### config.mk
export PLATFORM = sky130hd
export DESIGN_NAME = tcs_clock_select
export DESIGN_NICKNAME = d
export VERILOG_FILES = /design/src/pkg/tcs_pkg.sv /design/src/tcs_clock_select.sv
export SDC_FILE = /design/constraint.sdc
export NUM_CORES = 1
export LEC_CHECK = 0
export BUFFER_PORTS_ARGS = -buffer_cell sky130_fd_sc_hd__buf_2
export CORE_ASPECT_RATIO = 1.4
export CORE_MARGIN = 10
export CORE_UTILIZATION = 29
export DETAILED_ROUTE_END_ITERATION = 7
export HOLD_SLACK_MARGIN = 0.12
export SLEW_MARGIN = 30
export SYNTH_ARGS = -nofsm -noshare
export SYNTH_HDL_FRONTEND = slang
export SYNTH_SLANG_ARGS = --single-unit
### constraint.sdc
create_clock -name sys_clk_i -period 5.9 [get_ports sys_clk_i]
set_input_delay 0.885 -clock sys_clk_i [delete_from_list [all_inputs] [get_ports sys_clk_i]]
set_output_delay 0.885 -clock sys_clk_i [all_outputs]
set_load 0.02 [all_outputs]
### src/pkg/tcs_pkg.sv
// Package for the timer count clock selector: codes, divider taps, register map
package tcs_pkg;
  localparam int unsigned NUM_CHAN      = 6;
  localparam int unsigned SEL_W         = 3;
  localparam int unsigned EDGE_W        = 2;
  localparam int unsigned DIV_W         = 12;
  localparam int unsigned ADDR_W        = 4;
  localparam int unsigned DATA_W        = 8;

  // Prescaler codes
  localparam logic [2:0] SEL_DIV1  = 3'h0;
  localparam logic [2:0] SEL_DIV4  = 3'h1;
  localparam logic [2:0] SEL_DIV16 = 3'h2;
  localparam logic [2:0] SEL_DIV64 = 3'h3;
  localparam logic [2:0] SEL_C4    = 3'h4;
  localparam logic [2:0] SEL_C5    = 3'h5;
  localparam logic [2:0] SEL_C6    = 3'h6;
  localparam logic [2:0] SEL_C7    = 3'h7;

  // Edge field codes
  localparam logic [1:0] EDGE_RISE = 2'h0;
  localparam logic [1:0] EDGE_FALL = 2'h1;

  // Divider taps: prescaler bit whose rising edge marks one period
  localparam int unsigned TAP_DIV4    = 1;
  localparam int unsigned TAP_DIV16   = 3;
  localparam int unsigned TAP_DIV64   = 5;
  localparam int unsigned TAP_DIV256  = 7;
  localparam int unsigned TAP_DIV1024 = 9;
  localparam int unsigned TAP_DIV4096 = 11;

  // Control register layout: [4:3] edge select, [2:0] prescaler select
  localparam int unsigned SEL_LSB       = 0;
  localparam int unsigned EDGE_LSB      = 3;
  localparam logic [7:0]  CTRL_RESET    = 8'h00;
  localparam logic [7:0]  CTRL_WR_MASK  = 8'h1f;
  // Mode register: bit 2 set means phase counting
  localparam int unsigned PHASE_BIT     = 2;
  localparam logic [7:0]  MODE_RESET    = 8'h00;
  localparam logic [7:0]  MODE_WR_MASK  = 8'h07;

  // Offsets: control of channel n at n, mode of channel n at MODE_BASE + n
  localparam logic [3:0]  CTRL_BASE     = 4'h0;
  localparam logic [3:0]  MODE_BASE     = 4'h8;
endpackage

### src/tcs_clock_select.sv
// Count clock selection for six timer channels with external pin edge detection
`timescale 1ns/1ps

// Operation
// - Codes 000-011 pick system clock divided by 1, 4, 16, 64 on every channel.
// - Every prescaler field resets to 000, undivided system clock.
// - Channel 0 codes 100-111 select pins A, B, C, D.
// - Channel 1: 100 pin A, 101 pin B, 110 clock/256, 111 channel 2 overflow/underflow.
// - Channel 2: 100 pin A, 101 pin B, 110 pin C, 111 clock/1024.
// - Channel 3: 100 pin A, 101 clock/1024, 110 clock/256, 111 clock/4096.
// - Channel 4: 100 pin A, 101 pin C, 110 clock/1024, 111 channel 5 overflow/underflow.
// - Channel 5: 100 pin A, 101 pin C, 110 clock/256, 111 pin D.
// - Channel 1 in phase counting ignores its prescaler selection.
// - Channel 2 in phase counting ignores its prescaler selection.
// - Channel 4 in phase counting ignores its prescaler selection.
// - Channel 5 in phase counting ignores its prescaler selection.
// - Two-bit edge field picks rising, falling or both edges of a selected divider tap or pin.
module tcs_clock_select
  import tcs_pkg::*;
#(
  parameter int unsigned NCHAN = NUM_CHAN
) (
  input  wire logic              sys_clk_i,        // System clock, 10 MHz
  input  wire logic              rst_i,            // Asynchronous reset, active high
  input  wire logic [ADDR_W-1:0] addr_i,           // Register address
  input  wire logic [DATA_W-1:0] wdata_i,          // Write data
  input  wire logic              wr_i,             // Write strobe
  input  wire logic              rd_i,             // Read strobe
  output logic      [DATA_W-1:0] rdata_o,          // Read data, cycle after strobe
  input  wire logic              ext_clk_pin_a_i,  // External clock pin A
  input  wire logic              ext_clk_pin_b_i,  // External clock pin B
  input  wire logic              ext_clk_pin_c_i,  // External clock pin C
  input  wire logic              ext_clk_pin_d_i,  // External clock pin D
  input  wire logic              chan2_ovf_i,      // Channel 2 counter over/underflow pulse
  input  wire logic              chan5_ovf_i,      // Channel 5 counter over/underflow pulse
  output logic      [NCHAN-1:0]  count_en_o,       // Per-channel count enable pulse
  output logic      [NCHAN-1:0]  phase_mode_o      // Per-channel phase counting active
);

  // The source table is fixed per channel, so only six channels can be served
  if (NCHAN != NUM_CHAN) begin : g_bad_nchan
    $error("tcs_clock_select serves exactly six channels");
  end

  // ----------------------------------------
  // Registers
  // ----------------------------------------
  logic [DATA_W-1:0] ctrl_reg [NCHAN];
  logic [DATA_W-1:0] mode_reg [NCHAN];

  always_ff @(posedge sys_clk_i or posedge rst_i) begin
    if (rst_i) begin
      for (int i = 0; i < NCHAN; i++) begin
        ctrl_reg[i] <= CTRL_RESET;
      end
    end else if (wr_i) begin
      for (int i = 0; i < NCHAN; i++) begin
        if (addr_i == CTRL_BASE + ADDR_W'(i)) begin
          ctrl_reg[i] <= wdata_i & CTRL_WR_MASK;
        end
      end
    end
  end

  // Phase counting exists only on channels 1, 2, 4 and 5; others keep mode bit 2 at zero
  always_ff @(posedge sys_clk_i or posedge rst_i) begin
    if (rst_i) begin
      for (int i = 0; i < NCHAN; i++) begin
        mode_reg[i] <= MODE_RESET;
      end
    end else if (wr_i) begin
      for (int i = 0; i < NCHAN; i++) begin
        if (addr_i == MODE_BASE + ADDR_W'(i)) begin
          if (i == 0 || i == 3) begin
            mode_reg[i] <= wdata_i & MODE_WR_MASK & ~(DATA_W'(1) << PHASE_BIT);
          end else begin
            mode_reg[i] <= wdata_i & MODE_WR_MASK;
          end
        end
      end
    end
  end

  always_ff @(posedge sys_clk_i or posedge rst_i) begin
    if (rst_i) begin
      rdata_o <= 8'h00;
    end else if (rd_i) begin
      rdata_o <= 8'h00;
      for (int i = 0; i < NCHAN; i++) begin
        if (addr_i == CTRL_BASE + ADDR_W'(i)) begin
          rdata_o <= ctrl_reg[i];
        end
        if (addr_i == MODE_BASE + ADDR_W'(i)) begin
          rdata_o <= mode_reg[i];
        end
      end
    end else begin
      rdata_o <= 8'h00;
    end
  end

  // ----------------------------------------
  // Prescaler and external pin edges
  // ----------------------------------------
  logic [DIV_W-1:0] presc_reg;
  logic [DIV_W-1:0] presc_next;
  always_comb presc_next = presc_reg + DIV_W'(1);

  always_ff @(posedge sys_clk_i or posedge rst_i) begin
    if (rst_i) begin
      presc_reg <= '0;
    end else begin
      presc_reg <= presc_next;
    end
  end

  // Divided clock is the prescaler bit as a level; edge logic sees both its edges
  function automatic logic tap(input logic [DIV_W-1:0] p, input int unsigned b);
    tap = p[b];
  endfunction

  logic [3:0] pin_meta_reg;
  logic [3:0] pin_sync_reg;
  always_ff @(posedge sys_clk_i or posedge rst_i) begin
    if (rst_i) begin
      pin_meta_reg <= 4'h0;
      pin_sync_reg <= 4'h0;
    end else begin
      pin_meta_reg <= {ext_clk_pin_d_i, ext_clk_pin_c_i, ext_clk_pin_b_i, ext_clk_pin_a_i};
      pin_sync_reg <= pin_meta_reg;
    end
  end

  logic [3:0] pins;
  assign pins = pin_sync_reg;

  // ----------------------------------------
  // Per-channel source selection
  // ----------------------------------------
  // Each channel yields a level (divided clock or pin), a ready-made event pulse, or the undivided-clock flag.
  logic [NCHAN-1:0] src_level;
  logic [NCHAN-1:0] src_is_evt;
  logic [NCHAN-1:0] src_evt;
  logic [NCHAN-1:0] src_undiv;
  logic [NCHAN-1:0] phase_act;

  always_comb begin
    for (int i = 0; i < NCHAN; i++) begin
      logic [2:0] s;
      s = ctrl_reg[i][SEL_LSB +: SEL_W];
      src_level[i]  = 1'b0;
      src_is_evt[i] = 1'b0;
      src_evt[i]    = 1'b0;
      src_undiv[i]  = 1'b0;
      phase_act[i]  = mode_reg[i][PHASE_BIT];
      unique case (s)
        SEL_DIV1:  src_undiv[i] = 1'b1;
        SEL_DIV4:  src_level[i] = tap(presc_reg, TAP_DIV4);
        SEL_DIV16: src_level[i] = tap(presc_reg, TAP_DIV16);
        SEL_DIV64: src_level[i] = tap(presc_reg, TAP_DIV64);
        SEL_C4:    src_level[i] = pins[0];
        SEL_C5: begin
          unique case (i)
            0, 1, 2: src_level[i] = pins[1];
            3:       src_level[i] = tap(presc_reg, TAP_DIV1024);
            default: src_level[i] = pins[2];
          endcase
        end
        SEL_C6: begin
          unique case (i)
            0, 2:    src_level[i] = pins[2];
            1, 3, 5: src_level[i] = tap(presc_reg, TAP_DIV256);
            default: src_level[i] = tap(presc_reg, TAP_DIV1024);
          endcase
        end
        SEL_C7: begin
          unique case (i)
            0, 5:    src_level[i] = pins[3];
            1: begin
              src_is_evt[i] = 1'b1;
              src_evt[i]    = chan2_ovf_i;
            end
            2:       src_level[i] = tap(presc_reg, TAP_DIV1024);
            3:       src_level[i] = tap(presc_reg, TAP_DIV4096);
            default: begin
              src_is_evt[i] = 1'b1;
              src_evt[i]    = chan5_ovf_i;
            end
          endcase
        end
      endcase
    end
  end

  // ----------------------------------------
  // Edge qualification
  // ----------------------------------------
  logic [NCHAN-1:0] level_d_reg;
  always_ff @(posedge sys_clk_i or posedge rst_i) begin
    if (rst_i) begin
      level_d_reg <= '0;
    end else begin
      level_d_reg <= src_level;
    end
  end

  // Undivided clock and channel overflows count every event; edge field is ignored there
  logic [NCHAN-1:0] en_next;
  always_comb begin
    for (int i = 0; i < NCHAN; i++) begin
      logic rise;
      logic fall;
      logic [1:0] e;
      rise = src_level[i] & ~level_d_reg[i];
      fall = ~src_level[i] & level_d_reg[i];
      e    = ctrl_reg[i][EDGE_LSB +: EDGE_W];
      if (phase_act[i]) begin
        en_next[i] = 1'b0;
      end else if (src_undiv[i]) begin
        en_next[i] = 1'b1;
      end else if (src_is_evt[i]) begin
        en_next[i] = src_evt[i];
      end else if (e == EDGE_RISE) begin
        en_next[i] = rise;
      end else if (e == EDGE_FALL) begin
        en_next[i] = fall;
      end else begin
        en_next[i] = rise | fall;
      end
    end
  end

  always_ff @(posedge sys_clk_i or posedge rst_i) begin
    if (rst_i) begin
      count_en_o   <= '0;
      phase_mode_o <= '0;
    end else begin
      count_en_o   <= en_next;
      phase_mode_o <= phase_act;
    end
  end

endmodule

After elaboration in Yosys (flattened, before gate mapping)
Cells that the tools add are included.
{"block": "op_classes", "add_sub_neg": 1, "eq_ne": 59, "mux": 53, "bitwise_logic": 30, "reduce_logical": 25}
{"operator": "8-bit two-way mux", "n": 12}
{"operator": "3-bit equality test (second input constant)", "n": 24}
{"operator": "3-bit by 2-bit equality test with 1-bit output (second input constant)", "n": 12}
{"operator": "1-bit two-way mux", "n": 34}
{"operator": "1-bit case mux with 7 select lines", "n": 4}
{"operator": "4-bit equality test (second input constant)", "n": 6}
{"operator": "2-bit AND reduction", "n": 12}
{"operator": "3-bit by 1-bit equality test with 1-bit output (second input constant)", "n": 6}
{"operator": "3-bit logical NOT", "n": 6}
{"operator": "12-bit by 1-bit adder with 12-bit output (second input constant)", "n": 1}
{"operator": "1-bit AND", "n": 12}
{"operator": "2-bit by 1-bit equality test with 1-bit output (second input constant)", "n": 6}
{"operator": "2-bit logical NOT", "n": 6}
{"operator": "1-bit inverter", "n": 12}
{"operator": "1-bit case mux with 6 select lines", "n": 2}
{"operator": "4-bit by 2-bit equality test with 1-bit output (second input constant)", "n": 2}
{"operator": "4-bit by 3-bit equality test with 1-bit output (second input constant)", "n": 2}
{"operator": "1-bit OR", "n": 6}
{"operator": "5-bit two-way mux", "n": 1}
{"operator": "4-bit by 1-bit equality test with 1-bit output (second input constant)", "n": 1}
{"operator": "4-bit logical NOT", "n": 1}
{"block": "word_totals", "reg_bits": 90, "in_bits": 22, "wordCells": 187}

Depth between registers and ports, before layout
Gate-level depths: netlist (run 1).
{"block": "depth", "ltp_word": 14, "depth_mapped": 11, "ltp_nobuf": 11}

Worst setup path before layout (run 1)
OpenSTA, ideal clock, no wires.
{"block": "synth_path", "kind": "input to register", "startpoint": "input addr_i[3]", "endpoint": "register ctrl_reg[16] (netlist bit)", "setup_ns": 0.125, "arrival_ns": 1.949, "t_required_ns": 5.775, "setup_slack_ns": 3.826, "path_stages": 5, "path_buffers": 1, "path_cell_list": "buf_4 > inv_2 > nand2_1 > nor3_2 > mux2_2"}
{"block": "synth_via", "elab_chain_len": 2}
{"element": "start: declaration", "line": "tcs_clock_select.sv:25", "rtl": "input wire logic [ADDR_W-1:0] addr_i,"}
{"element": "4-bit by 2-bit equality test with 1-bit output", "line": "tcs_clock_select.sv:58", "rtl": "if (addr_i == CTRL_BASE + ADDR_W'(i)) begin"}
{"element": "2-bit AND reduction (no line)"}
{"element": "end signal: indexed assignment", "line": "tcs_clock_select.sv:59", "rtl": "ctrl_reg[i] <= wdata_i & CTRL_WR_MASK;"}
{"element": "end: declaration", "line": "tcs_clock_select.sv:48", "rtl": "logic [DATA_W-1:0] ctrl_reg [NCHAN];"}
No other way between the ends.
A chain may end at the register's enable or synchronous reset.

Worst setup path in the final report (run 1)
{"block": "layout_path", "startpoint": "input addr_i[0]", "endpoint": "register ctrl_reg[4] (netlist bit)"}
{"block": "layout_via", "elab_chain_len": 2}
{"element": "4-bit by 3-bit equality test with 1-bit output", "line": "tcs_clock_select.sv:58"}
{"element": "2-bit AND reduction (no line)"}
No other way between the ends.

==> out/qor.txt, run 1 <==
Placed Area - 4660 um^2
Total CTS buffers - 9
Worst Hold Depth - 0
Worst Hold Class - reg2reg
Max Buffers Root-to-Sink - 2
Ys Warns - 0
Layout Nets - 441
Total Die Area - 20400 um^2
Chip Height - 165 um
DR WL met3 - 475 um
Top routing layer in use - met4
Crit Path Category - in2reg
WL final - 10500 um
Post-synth ARST share - 100%
Post-Syn Instances - 378
CTS tree - yes
Worst-path fanout max - 27
DRT iter0 DRCs - 139
Required time of the critical path - 6.12 ns
Cell Pwr Density - 380 nW/um^2
DP HPWL - 7570 um
Final Hold Viols - 0
Relative slew slack - 47.1%
Clock Latency Late Sink - 0.34 ns
Cells along the critical path - buf_2 > and2b_1 > and2_1 > nor2b_4 > mux2_2
Crit path from - addr_i[0]
Tmin final - 2.23 ns
Mapped Area - 4350 um^2
Largest register FFs - 30
Setup TNS - 0 ns
Max rail drop VDD - 149 uV
Avg Synthesized Cell Area - 11.5 um^2
Sequential area share after synthesis - 50.1%
Via Count - 2997
CP max-delay cell - buf_2
DR vias/cell - 5.00
Worst Reg-to-Reg Cells - 7
Hold path startpoint - pin_meta_reg[1]$_DFF_PP0_
DRC Markers - 0
Routed wire per std cell - 17.4 um
Sequential Area - 2180 um^2
Max Cap Viol - 0
Syn-to-layout area delta - 15.1%
Area of the multi-input gates - 1990 um^2
Most frequent cells in the layout - dfrtp_1 (87), mux2_2 (53), buf_2 (33)
Clock-pin slew on the worst setup and hold paths - 0.06 ns
Initial core utilization - 29.8%
Total gr overflow - 0
Total clock sinks - 87
Synth top area cells - dfrtp_1 (50%), mux2_2 (14%), ha_1 (3.7%)
Leak - 2.25 nW
Area share of the leading cell type in the synthesized netlist - 50.1%
First-pass GRT wire length - 16600 um
Status - finished, final reports clean
Max-slew violations - 0
Final setup viols - 0
GR Util All Layers - 10.6%
Max Clock Skew - 0.00761 ns
# fillers - 1469
Setup repair after global routing missed its margin - no
Register bit total from synthesis - 87
DRT Pass-1 Iters - 4
Gpl congestion - 0.828
Max Clock Freq - 449 MHz
Post-DRT Antenna Nets - 0
CP Launch Type - input port
EDFF count, synth - 0
Crit Reg-Reg Startpoint - ctrl_reg[16]$_DFFE_PP0P_
Routed wl met2 - 5390 um
Vias in the first global route - 3110
Synth area leader - dfrtp_1
Cts hold-fix bufs - 0
Crit share post-route - 37.8%
Ant. Diodes - 0
Non-Filler Cell Area, Final - 5010 um^2
Post-CTS sizing - 0
Max incr delay on CP - 0.40 ns
Crit. End Element - register
Core area - 14600 um^2
Most common cell after layout, fill and taps aside - dfrtp_1
Pin count of the biggest net entering global routing - 88
Wl on met1 - 4210 um
Io pins - 42
Worst path arrival time - 2.45 ns
CTS root buf - clkbuf_16
Antenna violations before repair - 0
IO Port Bufs - 33
Total setup buffers inserted after CTS - 0
H-tree lvl count - 3
Die boundary width - 124 um
Row cnt - 52
Synth unique cells - 54
Slew @ Worst Pin - 0.794 ns
Share of layout cells above drive strength 1 - 28.0%
Ys flop type - dfrtp_1
## critical path, delay by kind of cell
family        cells  cell delay (ns)
buf+inv           1             0.40
mux               1             0.36
simple gates      3             0.80
## worst paths after layout
check / to / slack, ns
setup reg to reg: count_en_o[3]$_DFF_PP0_ / 3.69
hold / removal: pin_sync_reg[1]$_DFF_PP0_ / 0.35
min in group asynchronous: ctrl_reg[36]$_DFFE_PP0P_ / 0.75
setup / recovery: ctrl_reg[4]$_DFFE_PP0P_ / 3.67
hold reg to reg: pin_sync_reg[1]$_DFF_PP0_ / 0.35
max in group asynchronous: ctrl_reg[3]$_DFFE_PP0P_ / 4.59
## metal layers
layer / vias up / GRT usage (%)
li1: 1404 / -
met1: 1496 / 11.3
met2: 69 / 18.3
met3: 28 / 2.22
met4: 0 / 7.06
met5: - / 0
## Yosys cell counts (5+ instances only)
cell      instances
a211oi_1          6
a21oi_1          17
a31oi_1           5
and3_1            5
buf_2             5
buf_4             7
clkbuf_1          7
dfrtp_1          87
ha_1             13
inv_1            20
mux2_2           53
mux2i_1           6
mux4_2            5
nand2_1          30
nand3_1           7
nor2_1           12
nor2b_1           5
o21ai_0          16
xnor2_1           6
## report_power, final
part | internal, mW | switching [mW] | total [mW] | leakage [nW]
sequential | 0.715 | 0.123 | 0.838 | 1.08
combinational | 0.196 | 0.205 | 0.401 | 1.01
clock | 0.427 | 0.238 | 0.665 | 0.170
total | 1.34 | 0.566 | 1.90 | 2.25
## cell families (layout without fill, tap and decap cells)
group                    Yosys count  count (layout)  share of synthesized area [%]
XOR/XNOR                          10              10                           2.01
other                              1               5                         0.0862
adder cells (fa/ha/maj)           13              13                           3.74
AND/OR/NAND/NOR                   85              85                           10.2
buffers and inverters             42              71                           4.55
flip-flops                        87              87                           50.1
AO/OA/AOI/OAI                     74              74                           11.0
multiplexers                      66              66                           18.4
## area by class of cell
type,count,share of cell area (%)
Clock buffer,11,4.85
Clock inverter,5,2.07
Inverter,21,1.60
Multi-Input combinational cell,253,39.7
Sequential cell,87,43.5
Tap cell,189,4.72
Timing Repair Buffer,34,3.52
## through the flow
stage / hold WS (ns) / util, % / worst slack, ns / cells / power, mW
final: 0.348 / 34.3 / 3.67 / 600 / 1.90
after floorplan: 0.331 / - / 2.76 / 382 / 1.11
after CTS: 0.350 / 34.3 / 3.65 / 600 / 1.93
after global placement: 0.335 / 31.9 / 3.35 / 584 / 1.23
after detailed placement: 0.336 / 32.0 / 3.34 / 584 / 1.26
after global routing: 0.357 / 34.3 / 3.53 / 600 / 2.01
Power figures use the tool's default switching activity.
==> run 2: changes to the inputs <==
clock period = 2.3 ns   (was 5.9 ns; I/O delays follow)
==> out/qor.txt, run 2 (same netlist as run 1, synthesis figures left out) <==
Worst Hold Class - in2reg
DRT Pass-1 Iters - 4 (unchanged)
Most frequent cells in the layout - dfrtp_1 (85), mux2_2 (53), buf_2 (33)
Routed wire per std cell - 17.0 um (-2.3%)
Area of the multi-input gates - 1990 um^2 (unchanged)
Crit Path Category - reg2reg
# fillers - 1459 (-0.68%)
Row cnt - 52 (unchanged)
Max Cap Viol - 0 (unchanged)
Crit. End Element - register
DRT iter0 DRCs - 204 (+47%)
Leak - 2.27 nW (+0.74%)
Pin count of the biggest net entering global routing - 52 (-41%)
Final Hold Viols - 0 (unchanged)
Layout Nets - 454 (+2.9%)
Worst path arrival time - 2.30 ns (-0.15 ns)
DRC Markers - 0 (unchanged)
DP HPWL - 7940 um (+4.8%)
Most common cell after layout, fill and taps aside - dfrtp_1
CP Launch Type - register
Ant. Diodes - 0 (unchanged)
Largest register FFs - 30 (unchanged)
Total Die Area - 20400 um^2 (unchanged)
Syn-to-layout area delta - 16.4%
Total setup buffers inserted after CTS - 0 (unchanged)
Crit share post-route - 91.6%
Post-DRT Antenna Nets - 0 (unchanged)
Total power - 4.58 mW (+140%)
Chip Height - 165 um (unchanged)
Setup repair after global routing missed its margin - no
Max-slew violations - 0 (unchanged)
Worst hold slack - 0.317 ns (-0.0303 ns)
H-tree lvl count - 3 (unchanged)
Total CTS buffers - 9 (unchanged)
Antenna violations before repair - 0 (unchanged)
Io pins - 42 (unchanged)
CTS root buf - clkbuf_16
Post-Layout Cell Count - 613 (+2.2%)
GR Util All Layers - 10.7% (+0.057 points)
Die boundary width - 124 um (unchanged)
Non-Filler Cell Area, Final - 5060 um^2 (+1.1%)
Max Clock Freq - 475 MHz
Cell Pwr Density - 906 nW/um^2 (+140%)
Core area - 14600 um^2 (unchanged)
Clock-pin slew on the worst setup and hold paths - 0.06 ns (about the same)
Max Clock Skew - 0.00740 ns (-0.000215 ns)
Max Buffers Root-to-Sink - 2 (unchanged)
Initial core utilization - 29.8% (unchanged)
Placed cells - 592 (+1.4%)
Slew @ Worst Pin - 0.576 ns (-0.218 ns)
Total clock sinks - 87 (unchanged)
Tmin final - 2.11 ns
Total gr overflow - 0 (unchanged)
Setup TNS - 0 ns (unchanged)
Status - finished, final reports clean
Share of layout cells above drive strength 1 - 29.0% (+1.0 points)
Max rail drop VDD - 384 uV (+160%)
Final setup viols - 0 (unchanged)
Clock Latency Late Sink - 0.33 ns (about the same)
Placed Area - 4730 um^2 (+1.5%)
WL final - 10400 um (-0.13%)
IO Port Bufs - 33 (unchanged)
Worst-path fanout max - 6 (-78%)
DR vias/cell - 4.96 (-0.75%)
Via Count - 3039 (+1.4%)
Vias in the first global route - 3163 (+1.7%)
Gpl congestion - 0.888 (+7.1%)
Sequential Area - 2180 um^2 (+0.11%)
CTS tree - yes
First-pass GRT wire length - 16900 um (+1.8%)
Relative slew slack - 61.5% (+14 points)
Required time of the critical path - 2.50 ns (-3.62 ns)
## run 2: cell types whose count changed in the layout (fill, tap and decap cells not counted), sizes merged
cell         previous run  this run
bufinv                  3         0
inv                    21        20
clkbuf                 11        14
clkinv                  2         0
dlygate4sd3             0         5
buf                    34        42
clkinvlp                0         3
## run 2: area by class of cell
class,instances,share of cell area [%]
Sequential cell,87,43.1
Multi-Input combinational cell,253,39.3
Timing Repair Buffer,47,5.83
Clock buffer,14,5.22
Tap cell,189,4.67
Inverter,21,1.63
Clock inverter,2,0.297
## run 2: worst paths after layout
check                                                 end                 startpoint  cells past startpoint  slack, ns
worst max-delay path              count_en_o[0]$_DFF_PP0_  pin_sync_reg[0]$_DFF_PP0_                      7       0.19
worst min-delay path              count_en_o[1]$_DFF_PP0_                chan2_ovf_i                      3       0.32
worst max register to register    count_en_o[0]$_DFF_PP0_  pin_sync_reg[0]$_DFF_PP0_                      7       0.19
worst min register to register  pin_sync_reg[1]$_DFF_PP0_  pin_meta_reg[1]$_DFF_PP0_                      0       0.35
max in group asynchronous        ctrl_reg[16]$_DFFE_PP0P_                      rst_i                      4       1.03
min in group asynchronous        ctrl_reg[40]$_DFFE_PP0P_                      rst_i                      3       0.62
## run 2: what timing repair did
action	4_1_cts	5_1_grt
hold buffers	5	0
gates resized for setup	0	2
setup endpoints to repair	0	2
hold endpoints to repair	27	0
## run 2: routing by layer
layer  part of all wire (%)  GRT usage (%)  vias up  routed length [um]
li1                       -              -     1426                   -
met1                     40           11.7     1529                4150
met2                     54           19.0       66                5620
met3                    3.7           2.53       18                 382
met4                    2.7           4.67        0                 287
met5                      0              0        -                   0
## run 2: through the flow
stage	util, %	setup WS [ns]
6_report	34.7	0.193
2_1_floorplan	-	0.378
4_1_cts	34.7	0.153
3_5_place_dp	32.5	0.174
5_1_grt	34.7	0.0355
3_3_place_gp	32.5	0.207
## run 2: critical path, cell delays in order, from the launching register on
cell	delay, ns
dfrtp_1	0.46
mux4_2	0.48
a21oi_1	0.21
inv_1	0.08
ha_1	0.20
mux2_2	0.25
o21ai_0	0.17
o31ai_1	0.13
## run 2: power breakdown
part | internal [mW] | total, mW | switching (mW)
registers | 1.84 | 2.13 | 0.291
logic | 0.530 | 1.08 | 0.555
clock network | 0.793 | 1.37 | 0.579
